### src/core/sdl_map.svh
// register map, field positions and timing constants for the sample lock block
`ifndef SDL_MAP_SVH
`define SDL_MAP_SVH
`define SDL_ADDR_ACCEL_CFG 7'h03
`define SDL_ADDR_GYRO_CFG 7'h04
`define SDL_ADDR_ENABLE_CTRL 7'h08
`define SDL_ADDR_HOST_CMD 7'h0A
`define SDL_ADDR_CMD_ARG_LOW 7'h0B
`define SDL_ADDR_STATUS 7'h2D
`define SDL_ADDR_DATA_FIRST 7'h35
`define SDL_ADDR_ACCEL_Z_HIGH 7'h3A
`define SDL_ADDR_GYRO_Z_HIGH 7'h40
`define SDL_BIT_ACCEL_EN 0
`define SDL_BIT_GYRO_EN 1
`define SDL_BIT_SYNC 7
`define SDL_BIT_AVAIL 0
`define SDL_BIT_LOCKED 1
`define SDL_CMD_CLOCK_GATING 8'h12
`define SDL_CLK_PERIOD_NS 5
`define SDL_NS_PER_US 1000
`define SDL_RESET_BYTE 8'h00
`endif

### src/core/sdl_pkg.sv
// types for the sample lock block
package sdl_pkg;
   typedef struct packed {
      logic [15:0] gz;
      logic [15:0] gy;
      logic [15:0] gx;
      logic [15:0] az;
      logic [15:0] ay;
      logic [15:0] ax;
   } sdl_sample_s;
   typedef struct packed {
      logic wrEn;
      logic rdEn;
      logic [6:0] addr;
      logic [7:0] wrData;
   } sdl_reg_req_s;
   typedef enum logic [1:0] {SDL_IDLE, SDL_FREEZE, SDL_LOCKED} sdl_state_e;
endpackage

### src/core/sdl_sensor_data_lock.sv
// sample lock register bank with settle delay and clock gating control
`include "sdl_map.svh"
module sdl_sensor_data_lock #(
   parameter int CYC_PER_US = `SDL_NS_PER_US / `SDL_CLK_PERIOD_NS
) (
   input wire logic clk_sys,
   input wire logic rst_n,
   input wire sdl_pkg::sdl_reg_req_s regReq,
   output logic [7:0] regRdData,
   input wire logic sampleValid,
   input wire sdl_pkg::sdl_sample_s sampleIn,
   output logic clkGatingOff,
   output logic sampleDropped
);
   localparam int DATA_BYTES = 12;

   // settle delay in microseconds per rate setting
   function automatic logic [8:0] lockDelayUs(input logic gyroOn, input logic [3:0] output_data_rate);
      logic [8:0] us;
      us = 9'd48;
      if (gyroOn)
      begin
         if (output_data_rate <= 4'h1) us = 9'd2;
         else if (output_data_rate == 4'h2) us = 9'd4;
         else if (output_data_rate == 4'h3) us = 9'd6;
         else us = 9'd12;
      end
      else
      begin
         case (output_data_rate)
            4'h3: us = 9'd6;
            4'h4: us = 9'd12;
            4'h5: us = 9'd24;
            4'hC: us = 9'd40;
            4'hD: us = 9'd100;
            4'hE: us = 9'd200;
            4'hF: us = 9'd270;
            default: us = 9'd48;
         endcase
      end
      return us;
   endfunction

   logic [7:0] accelCfg_r;
   logic [7:0] gyroCfg_r;
   logic [7:0] enableCtrl_r;
   logic [7:0] cmdArgLow_r;
   logic [95:0] dataReg_r;
   logic avail_r;
   logic locked_r;
   logic [16:0] settleCnt_r;
   logic [7:0] regRdData_r;
   logic clkGatingOff_r;
   logic sampleDropped_r;
   sdl_pkg::sdl_state_e state_r;
   sdl_pkg::sdl_state_e state_nxt;

   wire logic accelEn = enableCtrl_r[`SDL_BIT_ACCEL_EN];
   wire logic gyroEn = enableCtrl_r[`SDL_BIT_GYRO_EN];
   wire logic lockEn = enableCtrl_r[`SDL_BIT_SYNC] && (accelEn || gyroEn);
   wire logic [3:0] activeOdr = gyroEn ? gyroCfg_r[3:0] : accelCfg_r[3:0];
   wire logic [16:0] settleLoad = 17'(lockDelayUs(gyroEn, activeOdr) * CYC_PER_US - 1);
   wire logic statusRd = regReq.rdEn && (regReq.addr == `SDL_ADDR_STATUS);
   wire logic startFreeze = (state_r == sdl_pkg::SDL_IDLE) && statusRd && lockEn && avail_r;
   wire logic lastByteRd = regReq.rdEn &&
      ((gyroEn && regReq.addr == `SDL_ADDR_GYRO_Z_HIGH) ||
       (!gyroEn && accelEn && regReq.addr == `SDL_ADDR_ACCEL_Z_HIGH));
   wire logic lockRelease = (state_r != sdl_pkg::SDL_IDLE) && lastByteRd;
   // frozen sample blocks updates; release cycle lets a new one in
   wire logic accept = sampleValid && ((state_r == sdl_pkg::SDL_IDLE && !startFreeze) || lockRelease);
   wire logic cmdGating = regReq.wrEn && (regReq.addr == `SDL_ADDR_HOST_CMD) &&
      (regReq.wrData == `SDL_CMD_CLOCK_GATING);
   wire logic [6:0] dataIdx = regReq.addr - `SDL_ADDR_DATA_FIRST;
   wire logic inData = (regReq.addr >= `SDL_ADDR_DATA_FIRST) && (dataIdx < 7'(DATA_BYTES));
   wire logic [7:0] statusByte = 8'({locked_r, avail_r});
   wire logic [7:0] rdMux =
      (regReq.addr == `SDL_ADDR_ACCEL_CFG) ? accelCfg_r :
      (regReq.addr == `SDL_ADDR_GYRO_CFG) ? gyroCfg_r :
      (regReq.addr == `SDL_ADDR_ENABLE_CTRL) ? enableCtrl_r :
      (regReq.addr == `SDL_ADDR_CMD_ARG_LOW) ? cmdArgLow_r :
      (regReq.addr == `SDL_ADDR_STATUS) ? statusByte :
      inData ? dataReg_r[dataIdx[3:0] * 8 +: 8] : `SDL_RESET_BYTE;

   always_comb
   begin
      state_nxt = state_r;
      case (state_r)
         sdl_pkg::SDL_IDLE: if (startFreeze) state_nxt = sdl_pkg::SDL_FREEZE;
         sdl_pkg::SDL_FREEZE:
         begin
            if (lockRelease) state_nxt = sdl_pkg::SDL_IDLE;
            else if (settleCnt_r == 17'h0) state_nxt = sdl_pkg::SDL_LOCKED;
         end
         sdl_pkg::SDL_LOCKED: if (lockRelease) state_nxt = sdl_pkg::SDL_IDLE;
         default: state_nxt = sdl_pkg::SDL_IDLE;
      endcase
   end

   // rate and enable writes never disturb the lock state
   always_ff @(posedge clk_sys)
   begin
      if (!rst_n)
      begin
         accelCfg_r <= `SDL_RESET_BYTE;
         gyroCfg_r <= `SDL_RESET_BYTE;
         enableCtrl_r <= `SDL_RESET_BYTE;
         cmdArgLow_r <= `SDL_RESET_BYTE;
         clkGatingOff_r <= 1'b0;
      end
      else
      begin
         if (regReq.wrEn && regReq.addr == `SDL_ADDR_ACCEL_CFG) accelCfg_r <= regReq.wrData;
         if (regReq.wrEn && regReq.addr == `SDL_ADDR_GYRO_CFG) gyroCfg_r <= regReq.wrData;
         if (regReq.wrEn && regReq.addr == `SDL_ADDR_ENABLE_CTRL) enableCtrl_r <= regReq.wrData;
         if (regReq.wrEn && regReq.addr == `SDL_ADDR_CMD_ARG_LOW) cmdArgLow_r <= regReq.wrData;
         if (cmdGating) clkGatingOff_r <= cmdArgLow_r[0];
      end
   end

   always_ff @(posedge clk_sys)
   begin
      if (!rst_n)
      begin
         state_r <= sdl_pkg::SDL_IDLE;
         settleCnt_r <= 17'h0;
         avail_r <= 1'b0;
         locked_r <= 1'b0;
         dataReg_r <= 96'h0;
         regRdData_r <= `SDL_RESET_BYTE;
         sampleDropped_r <= 1'b0;
      end
      else
      begin
         state_r <= state_nxt;
         settleCnt_r <= startFreeze ? settleLoad : (settleCnt_r != 17'h0 ? settleCnt_r - 17'h1 : settleCnt_r);
         locked_r <= (state_nxt == sdl_pkg::SDL_LOCKED);
         if (accept) dataReg_r <= sampleIn;
         // new sample wins over the release clear
         if (accept) avail_r <= 1'b1;
         else if (lockRelease) avail_r <= 1'b0;
         sampleDropped_r <= sampleValid && !accept;
         regRdData_r <= regReq.rdEn ? rdMux : regRdData_r;
      end
   end

   assign regRdData = regRdData_r;
   assign clkGatingOff = clkGatingOff_r;
   assign sampleDropped = sampleDropped_r;

   property p_lock_gate;
      @(posedge clk_sys) disable iff (!rst_n)
      state_r == sdl_pkg::SDL_IDLE && !lockEn |=> state_r == sdl_pkg::SDL_IDLE;
   endproperty
   a_lock_gate: assert property (p_lock_gate) else $error("lock entered while locking disabled");

   property p_freeze_start;
      @(posedge clk_sys) disable iff (!rst_n)
      state_r == sdl_pkg::SDL_IDLE && statusRd && lockEn && avail_r |=> state_r == sdl_pkg::SDL_FREEZE && !locked_r;
   endproperty
   a_freeze_start: assert property (p_freeze_start) else $error("status read did not start freeze");

   property p_drop;
      @(posedge clk_sys) disable iff (!rst_n)
      state_r != sdl_pkg::SDL_IDLE && !lockRelease |=> $stable(dataReg_r) && sampleDropped_r == $past(sampleValid);
   endproperty
   a_drop: assert property (p_drop) else $error("frozen sample was overwritten");

   property p_release;
      @(posedge clk_sys) disable iff (!rst_n)
      state_r != sdl_pkg::SDL_IDLE && lastByteRd |=> state_r == sdl_pkg::SDL_IDLE && !locked_r;
   endproperty
   a_release: assert property (p_release) else $error("last byte read did not release lock");

   property p_status_freeze;
      @(posedge clk_sys) disable iff (!rst_n)
      state_r == sdl_pkg::SDL_FREEZE |-> avail_r && !locked_r;
   endproperty
   a_status_freeze: assert property (p_status_freeze) else $error("status wrong while freezing");

   property p_gyro_delay;
      @(posedge clk_sys) disable iff (!rst_n)
      startFreeze && gyroEn && gyroCfg_r[3:0] == 4'h2 |=> settleCnt_r == 17'(4 * CYC_PER_US - 1);
   endproperty
   a_gyro_delay: assert property (p_gyro_delay) else $error("gyro settle delay wrong");

   property p_accel_delay;
      @(posedge clk_sys) disable iff (!rst_n)
      startFreeze && !gyroEn && accelCfg_r[3:0] == 4'hF |=> settleCnt_r == 17'(270 * CYC_PER_US - 1);
   endproperty
   a_accel_delay: assert property (p_accel_delay) else $error("accel settle delay wrong");

   property p_odr_change;
      @(posedge clk_sys) disable iff (!rst_n)
      state_r == sdl_pkg::SDL_LOCKED && !lockRelease && regReq.wrEn |=> state_r == sdl_pkg::SDL_LOCKED && locked_r;
   endproperty
   a_odr_change: assert property (p_odr_change) else $error("register write broke the lock");

   property p_resume;
      @(posedge clk_sys) disable iff (!rst_n)
      lockRelease ##1 (sampleValid && !statusRd) |=> dataReg_r == $past(sampleIn) && avail_r;
   endproperty
   a_resume: assert property (p_resume) else $error("sample not taken after release");

   property p_settle_done;
      @(posedge clk_sys) disable iff (!rst_n)
      state_r == sdl_pkg::SDL_FREEZE && settleCnt_r == 17'h0 && !lockRelease |=>
         state_r == sdl_pkg::SDL_LOCKED && locked_r;
   endproperty
   a_settle_done: assert property (p_settle_done) else $error("lock not set after settle delay");

   property p_release_sample;
      @(posedge clk_sys) disable iff (!rst_n)
      lockRelease && sampleValid |=> avail_r && dataReg_r == $past(sampleIn) && !sampleDropped_r;
   endproperty
   a_release_sample: assert property (p_release_sample) else $error("sample in release cycle lost");

   property p_held_coherent;
      @(posedge clk_sys) disable iff (!rst_n)
      state_r == sdl_pkg::SDL_LOCKED && !lockRelease |=> state_r == sdl_pkg::SDL_LOCKED && $stable(dataReg_r);
   endproperty
   a_held_coherent: assert property (p_held_coherent) else $error("locked sample changed");

   c_lock: cover property (@(posedge clk_sys) disable iff (!rst_n) $rose(locked_r));
   c_drop: cover property (@(posedge clk_sys) disable iff (!rst_n) sampleDropped_r && locked_r);
   c_release: cover property (@(posedge clk_sys) disable iff (!rst_n) locked_r ##1 !locked_r);
   c_gate: cover property (@(posedge clk_sys) disable iff (!rst_n) $rose(clkGatingOff_r));
endmodule

### config.mk
export PLATFORM = sky130hd
export DESIGN_NAME = sdl_sensor_data_lock
export DESIGN_NICKNAME = d
export VERILOG_FILES = /design/src/core/sdl_pkg.sv /design/src/core/sdl_sensor_data_lock.sv
export VERILOG_INCLUDE_DIRS = /design/src /design/src/core
export SDC_FILE = /design/constraint.sdc
export NUM_CORES = 1
export LEC_CHECK = 0
export BUFFER_PORTS_ARGS = -buffer_cell sky130_fd_sc_hd__buf_2
export CORE_MARGIN = 3
export CORE_UTILIZATION = 52
export CTS_CLUSTER_SIZE = 8
export DETAILED_ROUTE_END_ITERATION = 10
export GPL_ROUTABILITY_DRIVEN = 0
export PLACE_DENSITY = 0.74
export SYNTH_ARGS = -nofsm -noshare
export SYNTH_HDL_FRONTEND = slang
export SYNTH_SLANG_ARGS = --single-unit
### constraint.sdc
create_clock -name clk_sys -period 4.25 [get_ports clk_sys]
set_input_delay 0.425 -clock clk_sys [delete_from_list [all_inputs] [get_ports clk_sys]]
set_output_delay 0.425 -clock clk_sys [all_outputs]
set_load 0.02 [all_outputs]
==> metrics.txt, run 1 <==
minimum clock period after layout between 3 and 4 ns; Final ANT Viol Nets 0; diode count 0; Reg clk slew, reported paths approximately 0.060 ns; post-placement cell count approximately 1.3k; wire per inst 15.9 um; VDD IR-drop max roughly 0.34 mV; core area 15,400 um2; Via Count 7,406; First DRT Iteration DRCs a little under 600; Leakage just under 4 nW; Final Cycle Share 0.941; met3 Usage GRT 0.0485; Port Buffers 125; synthesis-stage register bit count ~160; total CTS buffers 17; Post-Syn Nets 1,155; gr usage total 0.234; synth unique cells between 60 and 70; Synth Instances ~1,000; maximum number of pins on one net before global-route repair between 100 and 150; Critical Path RT between 4 and 5 ns; Hold WS about 0.23 ns; Post-synth EDFFs 0; startpoint types flop; crit path max fanout 8; first drt pass iteration count 6; CTS sink count approximately 160; IO Pins 126; full die area approximately 18,000 um2; Yosys warnings 0; Mapped Area 8290 um2; num rows 45; Die X 132 um; total wire length 20,800 um; final setup fails 0; number of global-route vias before repair 6,915; gr busiest metal met2; layout cell share with drive strength beyond 1 0.213; Die Span Y 132 um; maximum clock rate around 250 MHz; max-cap violation count 0; Final Max Tran Viols 0; Area Growth Syn to Fin 15.7%; main flop type after synthesis dfxtp_1; Post-Syn Area per Cell just over 8 um2; slew of the pin with the lowest slew margin about 1.1 ns; Worst Path Arrival around 4.3 ns; DP HPWL 14,300 um; worst skew pair latency about 0.43 ns; Power Dens Cells ~400 nW/um2; hold buffer count at CTS 0; clock skew around 0.010 ns; Crit Path Class reg -> reg; Synth Area in Compound Gates 0.162; share of flip-flops with an asynchronous set or reset 0; non-filler instance count after layout between 1k and 1.5k; Synth Area in XOR/XNOR 0.0359; setup bufs post-CTS 0; Final Util 0.622; vias per inst 5.65; Worst setup EP type flop; GR Overflow Total 0; # DRC 0; clock root cell clkbuf_16; Hold Violations, Final 0; Hold WC Path Type in -> reg; clk buf depth 2; H-tree Lvls 4; Simple-Gate Fraction of Synth Area 0.227; unrepaired setup endpoints after global routing false; setup TNS 0 ns; Starting Density 0.538; post-synthesis mux area share 0.0772; met2 usage in global routing 0.385; outcome finished, final reports clean; first-pass GRT wire length 33,700 um; number of gates resized after cts 0; initial antenna violation count 0; Final nets about 1.2k; Synth Area in Adders 0.0631; GRT met1 Usage 0.308; sequential element share of the synthesized area 0.384; largest family of logic cells by synthesized area simple AND/OR/NAND/NOR gates; CTS tree yes; Worst slew margin 0.273
-- synthesized netlist by cell type (all sizes together), types with 20 or more instances --
| master | number | share of area |
|---|---|---|
| ha | 37 | 0.056 |
| a21oi | 153 | 0.097 |
| inv | 23 | 0.010 |
| mux4 | 24 | 0.065 |
| nand2 | 253 | 0.12 |
| buf | 23 | 0.019 |
| dfxtp | 159 | 0.38 |
| nor3 | 23 | 0.014 |
| nor2 | 31 | 0.014 |
| nand3 | 43 | 0.026 |
| o22ai | 20 | 0.015 |
| clkbuf | 46 | 0.021 |
-- metal layers --
| layer | routed length, um | vias to the layer above |
|---|---|---|
| met3 | 1310 | 25 |
| met5 | 0 | - |
| met1 | 9230 | 3447 |
| met4 | 388 | 0 |
| li1 | - | 3665 |
| met2 | 9900 | 269 |
-- report_power, final --
group          switching, W  internal [W]  leakage, nW
Combinational      0.000401      0.000313         2.31
Clock              0.000625      0.000882        0.288
Sequential        0.0000661       0.00159         1.30
Total               0.00109       0.00278         3.91
-- flip-flops by register name, summed over array words and instances (netlist names) --
name	flops
dataReg_r	96
sampleDropped	1
avail_r	1
state_r	2
locked_r	1
gyroCfg_r	8
clkGatingOff	1
enableCtrl_r	8
settleCnt_r	17
regRdData	8
accelCfg_r	8
cmdArgLow_r	8
-- final cells by class --
type,count,area (um2)
Clock buffer,24,492
Inverter,23,88.8
Fill cell,1405,5830
Sequential cell,159,3190
Tap cell,211,264
Clock inverter,8,93.8
Multi-Input combinational cell,748,4720
Timing Repair Buffer,138,748
-- path summary, 6_finish.rpt --
path	start	cells after the start	endpoint	slack [ns]
max	enableCtrl_r[1]$_SDFFE_PN0P_	14	settleCnt_r[14]$_SDFFE_PN0P_	0.25
min	sampleIn[92]	3	dataReg_r[92]$_SDFFE_PN0P_	0.23
max reg2reg	enableCtrl_r[1]$_SDFFE_PN0P_	14	settleCnt_r[14]$_SDFFE_PN0P_	0.25
min reg2reg	dataReg_r[76]$_SDFFE_PN0P_	2	dataReg_r[76]$_SDFFE_PN0P_	0.45
-- worst max-delay path: stages, from the launching register on --
cell,delay [ns]
dfxtp_1,0.44
or3b_2,0.50
o32a_1,0.23
ha_1,0.29
ha_1,0.29
ha_1,0.30
inv_1,0.06
fa_1,0.46
nor2b_1,0.19
o22ai_2,0.13
xnor2_2,0.20
nor4_2,0.31
nand3_1,0.14
xnor2_1,0.14
a211oi_1,0.23
-- through the flow --
| step | total power, W | setup WS [ns] | instance area [um2] |
|---|---|---|---|
| 3_5_place_dp | 0.00239 | 0.0914 | 8980 |
| 6_report | 0.00388 | 0.253 | 9600 |
| 4_1_cts | 0.00389 | 0.0826 | 9560 |
| 5_1_grt | 0.00405 | 0.00245 | 9600 |
| 3_3_place_gp | 0.00238 | 0.229 | 8980 |
| 2_1_floorplan | 0.00221 | 0.353 | 8290 |
-- cell usage in the layout, fill, tap and decap left out, types with 5 or more instances in the layout --
master	n
inv_1	22
buf_4	11
o32ai_1	8
xnor2_1	15
nand3b_1	7
nor3_1	23
nand2b_1	5
mux4_2	24
a21oi_1	141
dfxtp_1	155
or3_1	5
xor2_1	18
ha_1	37
a31oi_1	8
o21ai_0	11
o22ai_1	19
nand3_1	43
clkbuf_16	17
or2_2	5
nor2_1	31
nand2_1	242
nand2_2	11
a21oi_2	12
mux2i_1	10
buf_2	125
nor2b_1	12
a221oi_1	9
-- cell families after synthesis --
| family | Yosys count |
|---|---|
| flip-flops | 159 |
| adder cells (fa/ha/maj) | 40 |
| AO/OA/AOI/OAI | 228 |
| AND/OR/NAND/NOR | 412 |
| multiplexers | 34 |
| buffers and inverters | 92 |
| XOR/XNOR | 34 |
(Power assumes the default switching activity.)
==> run 2, diff against run 1 <==
PLACE_DENSITY = 0.75   (was 0.74)
==> run 2 against run 1 <==
  * Critical path type unchanged
  * Largest cell class unchanged
  * Critical path depth unchanged
  * Clock power up 9.9%
  * Combinational power about the same
  * Routed wire length up 2.2%
  * Clock skew down 0.0015 ns
  * First-iteration DRC count down 12%
  * Non-clock buffer count up 4
==> metrics.txt, run 2 (synthesis results as in run 1) <==
minimum clock period after layout 4.09 ns (was 4.00 ns); commonest non-fill, non-tap cell in the layout nand2_1 (unchanged); Hold EP dataReg_r[85]$_SDFFE_PN0P_ (was dataReg_r[92]$_SDFFE_PN0P_); wire per inst 16.2 um (was 15.9 um); H-tree Lvls 4 (unchanged); Worst slew margin 0.343 (was 0.273); Hold WC Path Type in -> reg (unchanged); Final ANT Viol Nets 0 (unchanged); maximum number of pins on one net before global-route repair 94 (was 103); Reg power frac 0.410 (was 0.427); first drt pass iteration count 5 (was 6); worst skew pair latency 0.44 ns (was 0.43 ns); diode count 0 (unchanged); slew of the pin with the lowest slew margin 0.985 ns (was 1.09 ns); initial antenna violation count 0 (unchanged); post-placement cell count 1,283 (was 1,279); Starting Density 0.538 (unchanged); setup bufs post-CTS 0 (unchanged); CP peak stage delay 0.58 ns (was 0.50 ns); Hold Crit Depth 3 (unchanged); crit path max fanout 12 (was 8); Via Count 7,393 (was 7,406); vias per inst 5.62 (was 5.65); maximum clock rate 244 MHz (was 250 MHz); crit-path cells nand2b_1 -> a31oi_1 -> nor2_1 -> ha_1 -> ha_1 -> fa_1 -> ha_1 -> nor2b_1 -> o22ai_1 -> xnor2_2 -> nor4_2 -> nand3_1 -> xnor2_1 -> a211oi_2 (was or3b_2 -> o32a_1 -> ha_1 -> ha_1 -> ha_1 -> inv_1 -> fa_1 -> nor2b_1 -> o22ai_2 -> xnor2_2 -> nor4_2 -> nand3_1 -> xnor2_1 -> a211oi_1); DP HPWL 14,800 um (was 14,300 um); Sw Ratio 0.288 (was 0.282); full die area 17,500 um2 (unchanged); fill count 1,381 (was 1,405); # DRC 0 (unchanged); total CTS buffers 17 (unchanged); commonest cells after routing, fill and taps aside nand2_1 (242), dfxtp_1 (156), a21oi_1 (141) (was nand2_1 (242), dfxtp_1 (155), a21oi_1 (141)); Area Growth Syn to Fin 16.5% (was 15.7%); gr usage total 0.240 (was 0.234); reg-to-reg setup timing slack 0.16 ns (was 0.25 ns); Top reg by flops dataReg_r (unchanged); total wire length 21,300 um (was 20,800 um); CTS tree yes (unchanged); Internal Power 0.00287 W (was 0.00278 W); switching power 0.00116 W (was 0.00109 W); clock skew 0.00893 ns (was 0.0104 ns); Final Max Tran Viols 0 (unchanged); reg-to-reg endpoint settleCnt_r[14]$_SDFFE_PN0P_ (unchanged); final setup fails 0 (unchanged); max reg flops 96 (unchanged); CP max-delay cell dfxtp_1 (was or3b_2); Die X 132 um (unchanged); Port Buffers 125 (unchanged); total chip power 0.00403 W (was 0.00388 W); First DRT Iteration DRCs 523 (was 592); Final nets 1,247 (was 1,243); first-pass GRT wire length 34,200 um (was 33,700 um); Clock power frac 0.412 (was 0.389); GR Overflow Total 0 (unchanged); Worst Hold Launch sampleIn[85] (was sampleIn[92]); clk buf depth 2 (unchanged); worst reg2reg path startpoint accelCfg_r[3]$_SDFFE_PN0P_ (was enableCtrl_r[1]$_SDFFE_PN0P_); number of global-route vias before repair 7,057 (was 6,915); Worst setup EP type flop (unchanged); core area 15,400 um2 (unchanged); VDD IR-drop max 0.301 mV (was 0.343 mV); biggest regs dataReg_r x96, settleCnt_r x17 (unchanged); Leakage 3.93 nW (was 3.91 nW); reg2reg path depth 14 (unchanged); IO Pins 126 (unchanged); Worst Path Arrival 4.45 ns (was 4.33 ns); Power Dens Cells 417 nW/um2 (was 404 nW/um2); max-cap violation count 0 (unchanged); Critical Path RT 4.60 ns (was 4.59 ns); Hold Violations, Final 0 (unchanged); hold buffer count at CTS 0 (unchanged); part of the power in combinational logic 0.178 (was 0.184); Reg clk slew, reported paths 0.07 ns (was 0.06 ns); CP dominant cell by count ha_1 (unchanged); non-filler instance count after layout 1,315 (was 1,311); layout cell share with drive strength beyond 1 0.218 (was 0.213); Crit Path Class reg -> reg (unchanged); num rows 45 (unchanged); Final Cycle Share 0.963 (was 0.941); clock root cell clkbuf_16 (unchanged); Die Span Y 132 um (unchanged); CTS sink count 159 (unchanged); outcome finished, final reports clean (unchanged); startpoint types flop (unchanged)
run 2: metal layers:
| metal | track usage | share of wire | vias to the layer above | wire [um] |
|---|---|---|---|---|
| met5 | 0 | 0 | - | 0 |
| met4 | 0.0699 | 0.020 | 0 | 422 |
| met3 | 0.0595 | 0.063 | 31 | 1330 |
| met2 | 0.403 | 0.48 | 278 | 10100 |
| met1 | 0.308 | 0.44 | 3410 | 9410 |
| li1 | - | - | 3674 | - |
run 2: how the worst max path moves through the flow:
stage	start	to	slack, ns	depth (start not counted)
after floorplan	accelCfg_r[1]$_SDFFE_PN0P_	settleCnt_r[14]$_SDFFE_PN0P_	0.35	18
after global placement	accelCfg_r[1]$_SDFFE_PN0P_	settleCnt_r[14]$_SDFFE_PN0P_	0.23	17
after detailed placement	accelCfg_r[1]$_SDFFE_PN0P_	settleCnt_r[14]$_SDFFE_PN0P_	0.05	17
after CTS	accelCfg_r[0]$_SDFFE_PN0P_	settleCnt_r[14]$_SDFFE_PN0P_	0.02	17
after global routing	accelCfg_r[1]$_SDFFE_PN0P_	settleCnt_r[14]$_SDFFE_PN0P_	-0.09	17
final	accelCfg_r[3]$_SDFFE_PN0P_	settleCnt_r[14]$_SDFFE_PN0P_	0.16	14
run 2: power by group through the flow:
stage	combinational [W]	sequential [W]	clock (W)
final	0.000717	0.00165	0.00166
after detailed placement	0.000708	0.00169	0
after floorplan	0.000535	0.00167	0
after global routing	0.000799	0.00167	0.00173
after CTS	0.000714	0.00165	0.00167
after global placement	0.000700	0.00168	0
run 2: critical path, delay by kind of cell, from the launching register on:
kind	cells	cell delay, ns
adders and majority gates	4	1.45
xor gates and xnor gates	2	0.36
DFF	1	0.58
and+or+nand+nor	5	1.13
AOI/OAI and AO/OA	3	0.49
run 2: timing repair:
action	4_1_cts	5_1_grt
endpoints found under the setup margin	1	4
hold endpoints to repair	0	0
pin swaps	0	1
gates cloned	0	0
gates resized for setup	1	8
run 2: per-stage QoR:
| step | utilization | setup WS (ns) | instance area [um2] | TNS (ns) | hold slack [ns] |
|---|---|---|---|---|---|
| finish | 0.626 | 0.156 | 9660 | 0 | 0.217 |
| global route | 0.626 | -0.0860 | 9660 | -0.127 | 0.209 |
| CTS | 0.624 | 0.0159 | 9630 | 0 | 0.211 |
| detailed placement | 0.583 | 0.0451 | 9000 | 0 | 0.443 |
| global placement | 0.583 | 0.230 | 9000 | 0 | 0.440 |
| floorplan | - | 0.353 | 8290 | 0 | 0.433 |
run 2: cell type report:
type | count | area [um2] | area share
clock inverter | 14 | 191 | 0.0198
inverter | 23 | 88.8 | 0.00919
timing repair buffer | 142 | 766 | 0.0792
multi-input combinational | 748 | 4730 | 0.489
sequential | 159 | 3190 | 0.330
clock buffer | 18 | 439 | 0.0454
tap | 211 | 264 | 0.0273
==> run 3, diff against run 2 <==
CORE_UTILIZATION = 40   (was 52)
CTS_CLUSTER_DIAMETER = 200   (was default)
CTS_CLUSTER_SIZE = 20   (was 8)
PLACE_DENSITY = 0.61   (was 0.75)
==> run 3 against run 2 <==
  * Power decreased by 1.3%
  * Critical endpoint is now settleCnt_r[13]$_SDFFE_PN0P_
  * Worst hold slack improved by 0.0045 ns
  * Clock power decreased by 4%
  * Largest power group is now sequential cells
  * Highest routed layer is now met5
  * Count of clock-buffer cells in the layout decreased by 1
  * Core utilization decreased by 15 points
==> metrics.txt, run 3 (synthesis results as in run 1) <==
outcome finished, final reports clean (unchanged); diode count 0 (unchanged); Hold Violations, Final 0 (unchanged); worst skew pair latency 0.44 ns (about the same); reg-to-reg endpoint settleCnt_r[13]$_SDFFE_PN0P_ (was settleCnt_r[14]$_SDFFE_PN0P_); Area Growth Syn to Fin 17.3% (was 16.5%); IO Pins 126 (unchanged); Final nets 1,245 (was 1,247); Via Count 7,188 (was 7,393); Die X 150 um (was 132 um); met2 usage in global routing 0.316 (was 0.403); core area 20,300 um2 (was 15,400 um2); dpl cell area 9080 um2 (was 9000 um2); GRT met1 Usage 0.265 (was 0.308); worst reg2reg path startpoint accelCfg_r[1]$_SDFFE_PN0P_ (was accelCfg_r[3]$_SDFFE_PN0P_); maximum number of pins on one net before global-route repair 95 (was 94); met3 Usage GRT 0.0488 (was 0.0595); max reg flops 96 (unchanged); Final ANT Viol Nets 0 (unchanged); Top reg by flops dataReg_r (unchanged); commonest non-fill, non-tap cell in the layout nand2_1 (unchanged); Starting Density 0.409 (was 0.538); total chip power 0.00398 W (was 0.00403 W); Hold EP dataReg_r[36]$_SDFFE_PN0P_ (was dataReg_r[85]$_SDFFE_PN0P_); reg2reg path depth 16 (was 14); max-cap violation count 0 (unchanged); slew of the pin with the lowest slew margin 1.03 ns (was 0.985 ns); crit path max fanout 9 (was 12); Final Util 0.479 (was 0.626); Worst slew margin 0.315 (was 0.343); Final Cycle Share 0.940 (was 0.963); Die Span Y 150 um (was 132 um); Hold Crit Depth 3 (unchanged); Power Dens Cells 409 nW/um2 (was 417 nW/um2); GR Overflow Total 0 (unchanged); minimum clock period after layout 3.99 ns (was 4.09 ns); Port Buffers 125 (unchanged); commonest cells after routing, fill and taps aside nand2_1 (242), dfxtp_1 (154), a21oi_1 (142) (was nand2_1 (242), dfxtp_1 (156), a21oi_1 (141)); Hold WS 0.222 ns (was 0.217 ns); gr usage total 0.197 (was 0.240); post-placement cell count 1,340 (was 1,283); clock skew 0.0116 ns (was 0.00893 ns); Critical Path RT 4.58 ns (was 4.60 ns); VDD IR-drop max 0.274 mV (was 0.301 mV); final setup fails 0 (unchanged); clock root cell clkbuf_16 (unchanged); number of global-route vias before repair 6,788 (was 7,057); CTS sink count 159 (unchanged); num rows 52 (was 45); Worst setup EP type flop (unchanged); Reg clk slew, reported paths 0.07 ns (about the same); Worst Path Arrival 4.32 ns (was 4.45 ns); unrepaired setup endpoints after global routing true; vias per inst 5.24 (was 5.62); clk buf depth 2 (unchanged); full die area 22,500 um2 (was 17,500 um2); Worst Hold Launch sampleIn[36] (was sampleIn[85]); DP HPWL 15,400 um (was 14,800 um); reg-to-reg setup timing slack 0.26 ns (was 0.16 ns); initial antenna violation count 1 (was 0); wire per inst 15.8 um (was 16.2 um); # DRC 0 (unchanged); startpoint types flop (unchanged); first-pass GRT wire length 35,100 um (was 34,200 um); gr busiest metal met2 (unchanged); First DRT Iteration DRCs 548 (was 523); Leakage 3.90 nW (was 3.93 nW); layout cell share with drive strength beyond 1 0.217 (was 0.218); post-route cell area 9730 um2 (was 9660 um2); maximum clock rate 250 MHz (was 244 MHz); Final Max Tran Viols 0 (unchanged); CTS tree yes (unchanged); Hold WC Path Type in -> reg (unchanged); total CTS buffers 17 (unchanged); biggest regs dataReg_r x96, settleCnt_r x17 (unchanged); Crit Path Class reg -> reg (unchanged); first drt pass iteration count 5 (unchanged); H-tree Lvls 4 (unchanged); non-filler instance count after layout 1,372 (was 1,315); total wire length 21,700 um (was 21,300 um); hold buffer count at CTS 0 (unchanged)
-- run 3: layer usage --
layer,up-vias,wire length [um],share of wire
met5,-,12,0.00055
met4,2,345,0.016
met3,24,1050,0.048
met2,165,10200,0.47
met1,3332,10100,0.47
li1,3665,-,-
-- run 3: stage by stage --
step                setup slack (ns)  TNS (ns)
finish                         0.256         0
global placement               0.196         0
floorplan                      0.353         0
CTS                           0.0568         0
detailed placement            0.0589         0
global route                 -0.0165   -0.0262
-- run 3: final cells by class --
class | instances | area (um2)
Clock buffer | 17 | 425
Clock inverter | 15 | 195
Fill cell | 2054 | 10600
Inverter | 23 | 88.8
Multi-Input combinational cell | 748 | 4720
Sequential cell | 159 | 3190
Tap cell | 270 | 338
Timing Repair Buffer | 140 | 776
-- run 3: worst max-delay path by stage --
stage | startpoint | slack (ns) | to
finish | accelCfg_r[1]$_SDFFE_PN0P_ | 0.26 | settleCnt_r[13]$_SDFFE_PN0P_
global route | accelCfg_r[1]$_SDFFE_PN0P_ | -0.02 | settleCnt_r[13]$_SDFFE_PN0P_
CTS | accelCfg_r[1]$_SDFFE_PN0P_ | 0.06 | settleCnt_r[14]$_SDFFE_PN0P_
detailed placement | accelCfg_r[1]$_SDFFE_PN0P_ | 0.06 | settleCnt_r[14]$_SDFFE_PN0P_
global placement | accelCfg_r[1]$_SDFFE_PN0P_ | 0.20 | settleCnt_r[14]$_SDFFE_PN0P_
floorplan | accelCfg_r[1]$_SDFFE_PN0P_ | 0.35 | settleCnt_r[14]$_SDFFE_PN0P_
-- run 3: repair_timing --
item                       in CTS  in global routing
resized for setup               0                 11
setup endpoints to repair       0                  4
buffers inserted                0                  0
-- run 3: worst max-delay path, stage by stage, from the launching register on --
cell     delay (ns)
dfxtp_4        0.37
nand2_1        0.13
nor2_1         0.07
a21oi_1        0.13
nor2_1         0.06
o32a_1         0.37
ha_1           0.30
ha_1           0.30
ha_1           0.30
inv_1          0.06
fa_1           0.47
xor2_1         0.28
nand3_2        0.19
nor4b_1        0.41
xnor2_1        0.17
o22ai_1        0.10
and2_1         0.18
-- run 3: where the power goes --
group	switching, W	internal, W
Clock	0.000707	0.000896
Sequential	0.0000653	0.00159
Combinational	0.000406	0.000318
Total	0.00118	0.00280
